--- src/hw/latch_pkg.sv ---
// Constants, register layout and state types of the set-reset latch unit.
package latch_pkg;

	// ----------------------------------------
	// Bus and register map
	// ----------------------------------------
	localparam int ADDR_W = 8;
	localparam int DATA_W = 32;
	localparam logic [ADDR_W-1:0] FIRST_OFS = 8'h00;
	localparam logic [ADDR_W-1:0] SECOND_OFS = 8'h04;

	// ----------------------------------------
	// Field positions of latch_control_first
	// ----------------------------------------
	localparam int F1_RESET_PULSE = 0;
	localparam int F1_SET_PULSE = 1;
	localparam int F1_LATCH_STATE = 2;
	localparam int F1_INV_EN = 3;
	localparam int F1_TRUE_EN = 4;
	localparam int F1_SEL_LSB = 5;
	localparam int SEL_W = 3;

	// ----------------------------------------
	// Field positions of latch_control_second
	// ----------------------------------------
	localparam int F2_RESET_CMP1 = 0;
	localparam int F2_RESET_CMP2 = 1;
	localparam int F2_RESET_EXT = 2;
	localparam int F2_RESET_CLK = 3;
	localparam int F2_SET_CMP1 = 4;
	localparam int F2_SET_CMP2 = 5;
	localparam int F2_SET_EXT = 6;
	localparam int F2_SET_CLK = 7;
	localparam int F2_SYNC_CMP1 = 8;
	localparam int CTL2_W = 10;

	// ----------------------------------------
	// Values after reset and counter sizes
	// ----------------------------------------
	localparam logic [SEL_W-1:0] SEL_RST = 3'h0;
	localparam logic [CTL2_W-1:0] CTL2_RST = 10'h000;
	localparam logic LATCH_RST = 1'b0;
	localparam int DIV_W = 8;
	localparam logic [DIV_W-1:0] DIV_RST = 8'h00;

	typedef struct packed {
		logic [SEL_W-1:0] period_sel;
		logic true_en;
		logic inv_en;
		logic set_pulse;
		logic reset_pulse;
		logic [CTL2_W-1:0] ctl2;
		logic [1:0] cmp_held;
		logic latch;
		logic [DATA_W-1:0] rdata;
	} unit_state_t;

endpackage

--- src/hw/period_tick.sv ---
// Free-running divider that gives a one-cycle tick every 2**(sel+1) clocks.
`timescale 1ns/1ps
module period_tick (
	input wire logic clk,
	input wire logic nrst,
	input wire logic [latch_pkg::SEL_W-1:0] sel,
	output logic tick
);
	import latch_pkg::*;

	typedef struct packed {
		logic [DIV_W-1:0] count;
		logic tick;
	} div_state_t;

	div_state_t st_reg;
	div_state_t st_next;
	logic [DIV_W-1:0] mask;

	always_comb begin
		mask = DIV_W'((9'h002 << sel) - 9'h001);
		st_next.count = st_reg.count + 8'h01;
		st_next.tick = ((st_reg.count & mask) == mask);
	end

	always_ff @(posedge clk or negedge nrst) begin
		if (!nrst) begin
			st_reg <= '{count: DIV_RST, tick: 1'b0};
		end else begin
			st_reg <= st_next;
		end
	end

	assign tick = st_reg.tick;
endmodule

--- src/hw/set_reset_latch_unit.sv ---
// Set-reset latch unit with APB registers, selectable sources and pin drivers.
//
// Overview of operation
// - Every set and reset source of the latch is active high.
// - When set and reset are high together the latch goes to the reset state.
// - Writing the software set bit sets the latch and the software reset bit resets it.
// - Both software bits clear themselves after one cycle, so one write completes the action.
// - Either comparator may drive set or reset, directly or held on the gated timer tick.
// - The external latch input pin may be chosen as a set source or a reset source.
// - An internal periodic tick with a three-bit period select can drive the latch.
// - Separate enables let the periodic tick set and reset the latch.
// - The true and inverted outputs have their own enables and may both be driven at once.
// - An output drives its pin only while that pin's direction bit is cleared.
// - No latch value is promised after reset.
`timescale 1ns/1ps
module set_reset_latch_unit (
	input wire logic clk,
	input wire logic nrst,
	input wire logic psel,
	input wire logic penable,
	input wire logic pwrite,
	input wire logic [latch_pkg::ADDR_W-1:0] paddr,
	input wire logic [latch_pkg::DATA_W-1:0] pwdata,
	output logic [latch_pkg::DATA_W-1:0] prdata,
	output logic pready,
	output logic pslverr,
	input wire logic cmp1_out,
	input wire logic cmp2_out,
	input wire logic ext_latch_input,
	input wire logic timer_tick,
	input wire logic q_pin_direction_bit,
	input wire logic nq_pin_direction_bit,
	output logic latch_q,
	output logic latch_q_oe_n,
	output logic latch_nq,
	output logic latch_nq_oe_n
);
	import latch_pkg::*;

	// ----------------------------------------
	// Address decoding
	// ----------------------------------------
	function automatic logic is_first(input logic [ADDR_W-1:0] a);
		return a == FIRST_OFS;
	endfunction

	function automatic logic is_second(input logic [ADDR_W-1:0] a);
		return a == SECOND_OFS;
	endfunction

	unit_state_t st_reg;
	unit_state_t st_next;
	logic [2:0] pins_sync;
	logic [1:0] cmp_sel;
	logic clk_tick;
	logic setup;
	logic wr;
	logic set_term;
	logic reset_term;
	logic [CTL2_W-1:0] c2;

	// ----------------------------------------
	// Source conditioning
	// ----------------------------------------
	// Comparators and the external pin come from outside this clock domain.
	sync2 #(.W(3)) u_sync (
		.clk(clk),
		.nrst(nrst),
		.async_in({ext_latch_input, cmp2_out, cmp1_out}),
		.sync_out(pins_sync)
	);

	period_tick u_tick (
		.clk(clk),
		.nrst(nrst),
		.sel(st_reg.period_sel),
		.tick(clk_tick)
	);

	// Each comparator is used either directly or in its timer-held form.
	genvar gi;
	generate
		for (gi = 0; gi < 2; gi++) begin : g_cmp
			assign cmp_sel[gi] = st_reg.ctl2[F2_SYNC_CMP1 + gi] ? st_reg.cmp_held[gi] : pins_sync[gi];
		end
	endgenerate

	assign c2 = st_reg.ctl2;

	// ----------------------------------------
	// Set and reset terms
	// ----------------------------------------
	// All sources are active high; each path ORs its enabled sources.
	always_comb begin
		set_term = st_reg.set_pulse
			| (cmp_sel[0] & c2[F2_SET_CMP1])
			| (cmp_sel[1] & c2[F2_SET_CMP2])
			| (pins_sync[2] & c2[F2_SET_EXT])
			| (clk_tick & c2[F2_SET_CLK]);
		reset_term = st_reg.reset_pulse
			| (cmp_sel[0] & c2[F2_RESET_CMP1])
			| (cmp_sel[1] & c2[F2_RESET_CMP2])
			| (pins_sync[2] & c2[F2_RESET_EXT])
			| (clk_tick & c2[F2_RESET_CLK]);
	end

	// ----------------------------------------
	// APB handshake
	// ----------------------------------------
	assign setup = psel & ~penable;
	assign wr = psel & penable & pwrite;
	assign pready = 1'b1;
	assign pslverr = psel & penable & ~is_first(paddr) & ~is_second(paddr);

	// ----------------------------------------
	// Next state
	// ----------------------------------------
	always_comb begin
		st_next = st_reg;
		// Software pulses live for one cycle; a new write wins over the self clear.
		st_next.set_pulse = 1'b0;
		st_next.reset_pulse = 1'b0;
		if (wr && is_first(paddr)) begin
			st_next.set_pulse = pwdata[F1_SET_PULSE];
			st_next.reset_pulse = pwdata[F1_RESET_PULSE];
			st_next.inv_en = pwdata[F1_INV_EN];
			st_next.true_en = pwdata[F1_TRUE_EN];
			st_next.period_sel = pwdata[F1_SEL_LSB +: SEL_W];
		end
		if (wr && is_second(paddr)) begin
			st_next.ctl2 = pwdata[CTL2_W-1:0];
		end
		if (timer_tick) begin
			st_next.cmp_held = pins_sync[1:0];
		end
		if (reset_term) begin
			st_next.latch = 1'b0;
		end else if (set_term) begin
			st_next.latch = 1'b1;
		end
		// Read data is captured in the setup phase and stands through the access phase.
		if (setup) begin
			st_next.rdata = '0;
			if (is_first(paddr)) begin
				st_next.rdata[F1_RESET_PULSE] = st_reg.reset_pulse;
				st_next.rdata[F1_SET_PULSE] = st_reg.set_pulse;
				st_next.rdata[F1_LATCH_STATE] = st_reg.latch;
				st_next.rdata[F1_INV_EN] = st_reg.inv_en;
				st_next.rdata[F1_TRUE_EN] = st_reg.true_en;
				st_next.rdata[F1_SEL_LSB +: SEL_W] = st_reg.period_sel;
			end else if (is_second(paddr)) begin
				st_next.rdata[CTL2_W-1:0] = st_reg.ctl2;
			end
		end
	end

	// ----------------------------------------
	// State register
	// ----------------------------------------
	// The latch value after reset is a fixed constant but carries no promise to firmware.
	always_ff @(posedge clk or negedge nrst) begin
		if (!nrst) begin
			st_reg <= '{period_sel: SEL_RST, true_en: 1'b0, inv_en: 1'b0, set_pulse: 1'b0,
				reset_pulse: 1'b0, ctl2: CTL2_RST, cmp_held: 2'b00, latch: LATCH_RST,
				rdata: '0};
		end else begin
			st_reg <= st_next;
		end
	end

	// ----------------------------------------
	// Outputs
	// ----------------------------------------
	// Firmware is expected to set or reset the latch before enabling the pins.
	assign prdata = st_reg.rdata;
	assign latch_q = st_reg.latch;
	assign latch_nq = ~st_reg.latch;
	assign latch_q_oe_n = ~(st_reg.true_en & ~q_pin_direction_bit);
	assign latch_nq_oe_n = ~(st_reg.inv_en & ~nq_pin_direction_bit);
endmodule

--- src/hw/sync2.sv ---
// Two-stage synchroniser for asynchronous level inputs.
`timescale 1ns/1ps
module sync2 #(
	parameter int W = 3
) (
	input wire logic clk,
	input wire logic nrst,
	input wire logic [W-1:0] async_in,
	output logic [W-1:0] sync_out
);
	typedef struct packed {
		logic [W-1:0] first;
		logic [W-1:0] second;
	} sync_state_t;

	sync_state_t st_reg;
	sync_state_t st_next;

	always_comb begin
		st_next.first = async_in;
		st_next.second = st_reg.first;
	end

	always_ff @(posedge clk or negedge nrst) begin
		if (!nrst) begin
			st_reg <= '0;
		end else begin
			st_reg <= st_next;
		end
	end

	assign sync_out = st_reg.second;
endmodule

--- config.mk ---
export PLATFORM = sky130hd
export DESIGN_NAME = set_reset_latch_unit
export DESIGN_NICKNAME = d
export VERILOG_FILES = /design/src/hw/latch_pkg.sv /design/src/hw/period_tick.sv /design/src/hw/set_reset_latch_unit.sv /design/src/hw/sync2.sv
export SDC_FILE = /design/constraint.sdc
export NUM_CORES = 1
export LEC_CHECK = 0
export BUFFER_PORTS_ARGS = -buffer_cell sky130_fd_sc_hd__buf_2
export CAP_MARGIN = 20
export CORE_ASPECT_RATIO = 1.75
export CORE_MARGIN = 2
export CORE_UTILIZATION = 44
export CTS_CLUSTER_SIZE = 24
export DETAILED_ROUTE_END_ITERATION = 12
export GPL_ROUTABILITY_DRIVEN = 0
export PLACE_DENSITY = 0.76
export REMOVE_ABC_BUFFERS = 1
export SETUP_SLACK_MARGIN = 0.5
export SLEW_MARGIN = 30
export SYNTH_ARGS = -nofsm -noshare
export SYNTH_HDL_FRONTEND = slang
export SYNTH_SLANG_ARGS = --single-unit
--- constraint.sdc ---
create_clock -name clk -period 1.65 [get_ports clk]
set_clock_uncertainty 0.05 [all_clocks]
set_input_delay 0.33 -clock clk [delete_from_list [all_inputs] [get_ports clk]]
set_output_delay 0.33 -clock clk [all_outputs]
set_load 0.03 [all_outputs]
==> results.sh <==
export IMPL_combPwrFrac=0.179
export IMPL_internal_power_mw=1.63
export IMPL_leakage_nw=1.53
export IMPL_final_util=0.609
export IMPL_fin_cells=322
export IMPL_cp_num_buf_inv=0
export IMPL_ir_drop_v=0.000671
export IMPL_synth_edf_count=0
export IMPL_start_util=0.455
export IMPL_switching_share=0.272
export IMPL_synth_fa_ha_area_frac=0.0110
export IMPL_syn_instance_count=197
export IMPL_path_cells="nor2_2 > nand2_1 > ha_1 > o21a_1 > o221ai_2 > a311o_1 > a211oi_2"
export IMPL_critPathMaxStageDelay_ns=0.43
export IMPL_grt_overflow=0
export IMPL_dieArea_um2=5760
export IMPL_synthSimpleGateAreaFrac=0.0939
export IMPL_fmax_mhz=563
export IMPL_dp_cells=288
export IMPL_ant_nets=0
export IMPL_first_global_vias=1520
export IMPL_worstPathMaxFanout=4
export IMPL_synthMuxAreaShare=0.138
export IMPL_fin_tns_setup_ns=-0.146
export IMPL_fin_nets=321
export IMPL_synth_seq_cells=45
export IMPL_first_pass_iters=6
export IMPL_r2r_start="st_reg[49]$_DFFE_PN0P_"
export IMPL_dr_total_vias=1639
export IMPL_rsz0062_at_grt="yes"
export IMPL_htreeDepth=2
export IMPL_min_delay_start="cmp1_out"
export IMPL_power_switching_uw=609
export IMPL_synth_most_common_cell="dfrtp_1"
export IMPL_hold_viol=0
export IMPL_drc=0
export IMPL_die_x_um=58.2
export IMPL_antenna_found_initial=0
export IMPL_total_power_mw=2.23
export IMPL_routedWlPerCell_um=14.4
export IMPL_io_pins=89
export IMPL_critPathArrivalTime_ns=1.92
export IMPL_yosysSeqAreaShare=0.497
export IMPL_ys_top_cells_by_area="dfrtp_1 (50%), buf_4 (11%), mux2_2 (6.5%)"
export IMPL_drive_above_1_share=0.474
export IMPL_cts_sinks=45
export IMPL_cap_viol_max_count=0
export IMPL_cp_start_kind="flip-flop"
export IMPL_required_ns=1.80
export IMPL_core_area_um2=4980
export IMPL_async_flop_share=1.00
export IMPL_track_usage=0.160
export IMPL_pwr_share_seq=0.516
export IMPL_finalWorstSetupSlack_ns=-0.126
export IMPL_cts_made_buffers=5
export IMPL_synth_largest_area_cell="dfrtp_1"
export IMPL_violations="setup timing"
export IMPL_critical_path_class="reg2reg"
export IMPL_insertedDiodeCount=0
export IMPL_clock_latency_ns=0.29
export IMPL_clkTransAtPathRegs_ns=0.08
export IMPL_status="finished with violations"
export IMPL_routed_wl_mm=4.63
export IMPL_die_h_um=98.9
export IMPL_grt_pass1_wl_mm=6.95
export IMPL_synth_area_um2=2270
export IMPL_hpwlAfterDp_mm=3.10
export IMPL_fillerInstances=408
export IMPL_power_density_nw_per_um2=737
export IMPL_synth_top_family_by_area="buffers and inverters"
export IMPL_syn_to_final_growth_pct=33.8
export IMPL_rows=34
export IMPL_crit_path_start="st_reg[49]$_DFFE_PN0P_"
export IMPL_port_buffers=43
export IMPL_dp_slack_ns=-0.323
export IMPL_yosysWarnings=0
export IMPL_synth_xor_area_share=0.0309
export IMPL_drtIter0Drc=38
export IMPL_ys_top_cells_by_count="dfrtp_1 (45), buf_4 (33), nand2_1 (15), mux2_2 (13), o31ai_1 (9)"
export IMPL_synth_compound_area_share=0.0745
export IMPL_cts_root_buf="clkbuf_8"
export IMPL_synth_distinct_cells=41
export IMPL_crit_path_end_kind="flip-flop"
export IMPL_cts_tree="built"
export IMPL_final_max_slew_viol_count=0
export IMPL_avgSynthCellArea_um2=11.5
export IMPL_finalSetupViolCount=2
export IMPL_clk_path_buf_depth=2
export IMPL_synth_top_area_share=0.497
export IMPL_synthFlopType="dfrtp_1"
export IMPL_fin_crit_sh=1.08
export IMPL_fin_crit_ns=1.78
export IMPL_min_delay_path_class="in2reg"
export IMPL_critical_path_top_delay_family="compound AO/OA/AOI/OAI gates"
export IMPL_cp_slowest_cell="dfrtp_1"
export IMPL_clock_power_share=0.305
export IMPL_viasPerCell=5.09
export IMPL_grt_max_degree=46
-- worst paths after layout --
| path | endpoint | slack [ns] | cells after the start |
|---|---|---|---|
| worst max register to register | u_tick.tick$_DFF_PN0_ | -0.13 | 7 |
| worst min-delay path | u_sync.st_next[0]$_DFF_PN0_ | 0.09 | 1 |
| max in group asynchronous | u_tick.st_reg[5]$_DFF_PN0_ | 0.85 | 3 |
| min in group asynchronous | c2[9]$_DFFE_PN0P_ | 0.49 | 3 |
| worst min register to register | u_sync.sync_out[0]$_DFF_PN0_ | 0.31 | 0 |
| worst max-delay path | u_tick.tick$_DFF_PN0_ | -0.13 | 7 |
-- metal layers --
layer | up-vias | wire, um | GRT usage
met3 | 12 | 171 | 0.0354
met5 | - | 0 | 0
met1 | 810 | 1710 | 0.181
met2 | 53 | 2600 | 0.274
met4 | 0 | 153 | 0.0823
li1 | 764 | - | -
-- logic make-up (layout without fill, tap and decap cells) --
family,count (synthesis),in the layout
xor+xnor,8,8
simple gates,41,41
fa+ha+maj,2,2
mux,27,27
buf+inv,49,99
compound gates,23,23
other cells,2,23
flops,45,45
-- power groups by stage --
| stage | Combinational [mW] | Sequential [mW] | Clock (mW) |
|---|---|---|---|
| after detailed placement | 0.313 | 1.18 | 0 |
| after floorplan | 0.171 | 1.19 | 0 |
| final | 0.401 | 1.15 | 0.681 |
| after CTS | 0.389 | 1.15 | 0.694 |
| after global routing | 0.429 | 1.16 | 0.760 |
| after global placement | 0.306 | 1.17 | 0 |
-- metrics by stage --
step	hold slack [ns]	instance area [um^2]
final	0.0883	3030
after global routing	0.0708	3030
after CTS	0.0797	2820
after detailed placement	0.276	2430
after global placement	0.268	2430
after floorplan	-0.0156	2030
-- cell usage in the layout (no fill, tap or decap), types with 11 or more instances in the layout --
master and instances:
buf_2 26, dfrtp_1 45, nand2_1 14, mux2_2 11, buf_4 33, buf_6 22, conb_1 23
-- layout make-up --
cell class	instances	area, um^2	share of cell area
repair buffers	84	676	0.223
inverters	8	30.0	0.00991
well taps	54	67.6	0.0223
multi-input cells	124	1050	0.345
clock buffers	7	86.3	0.0285
flip-flops and latches	45	1130	0.371
-- repair_timing --
item | in CTS | in global routing
cloned | 1 | 0
endpoints found under the hold margin | 45 | 0
hold buffers | 1 | 0
setup buffers | 10 | 15
pin swaps | 15 | 4
endpoints found under the setup margin | 44 | 44
gates resized for setup | 55 | 16
No activity file was read; power rests on OpenSTA's default activity.
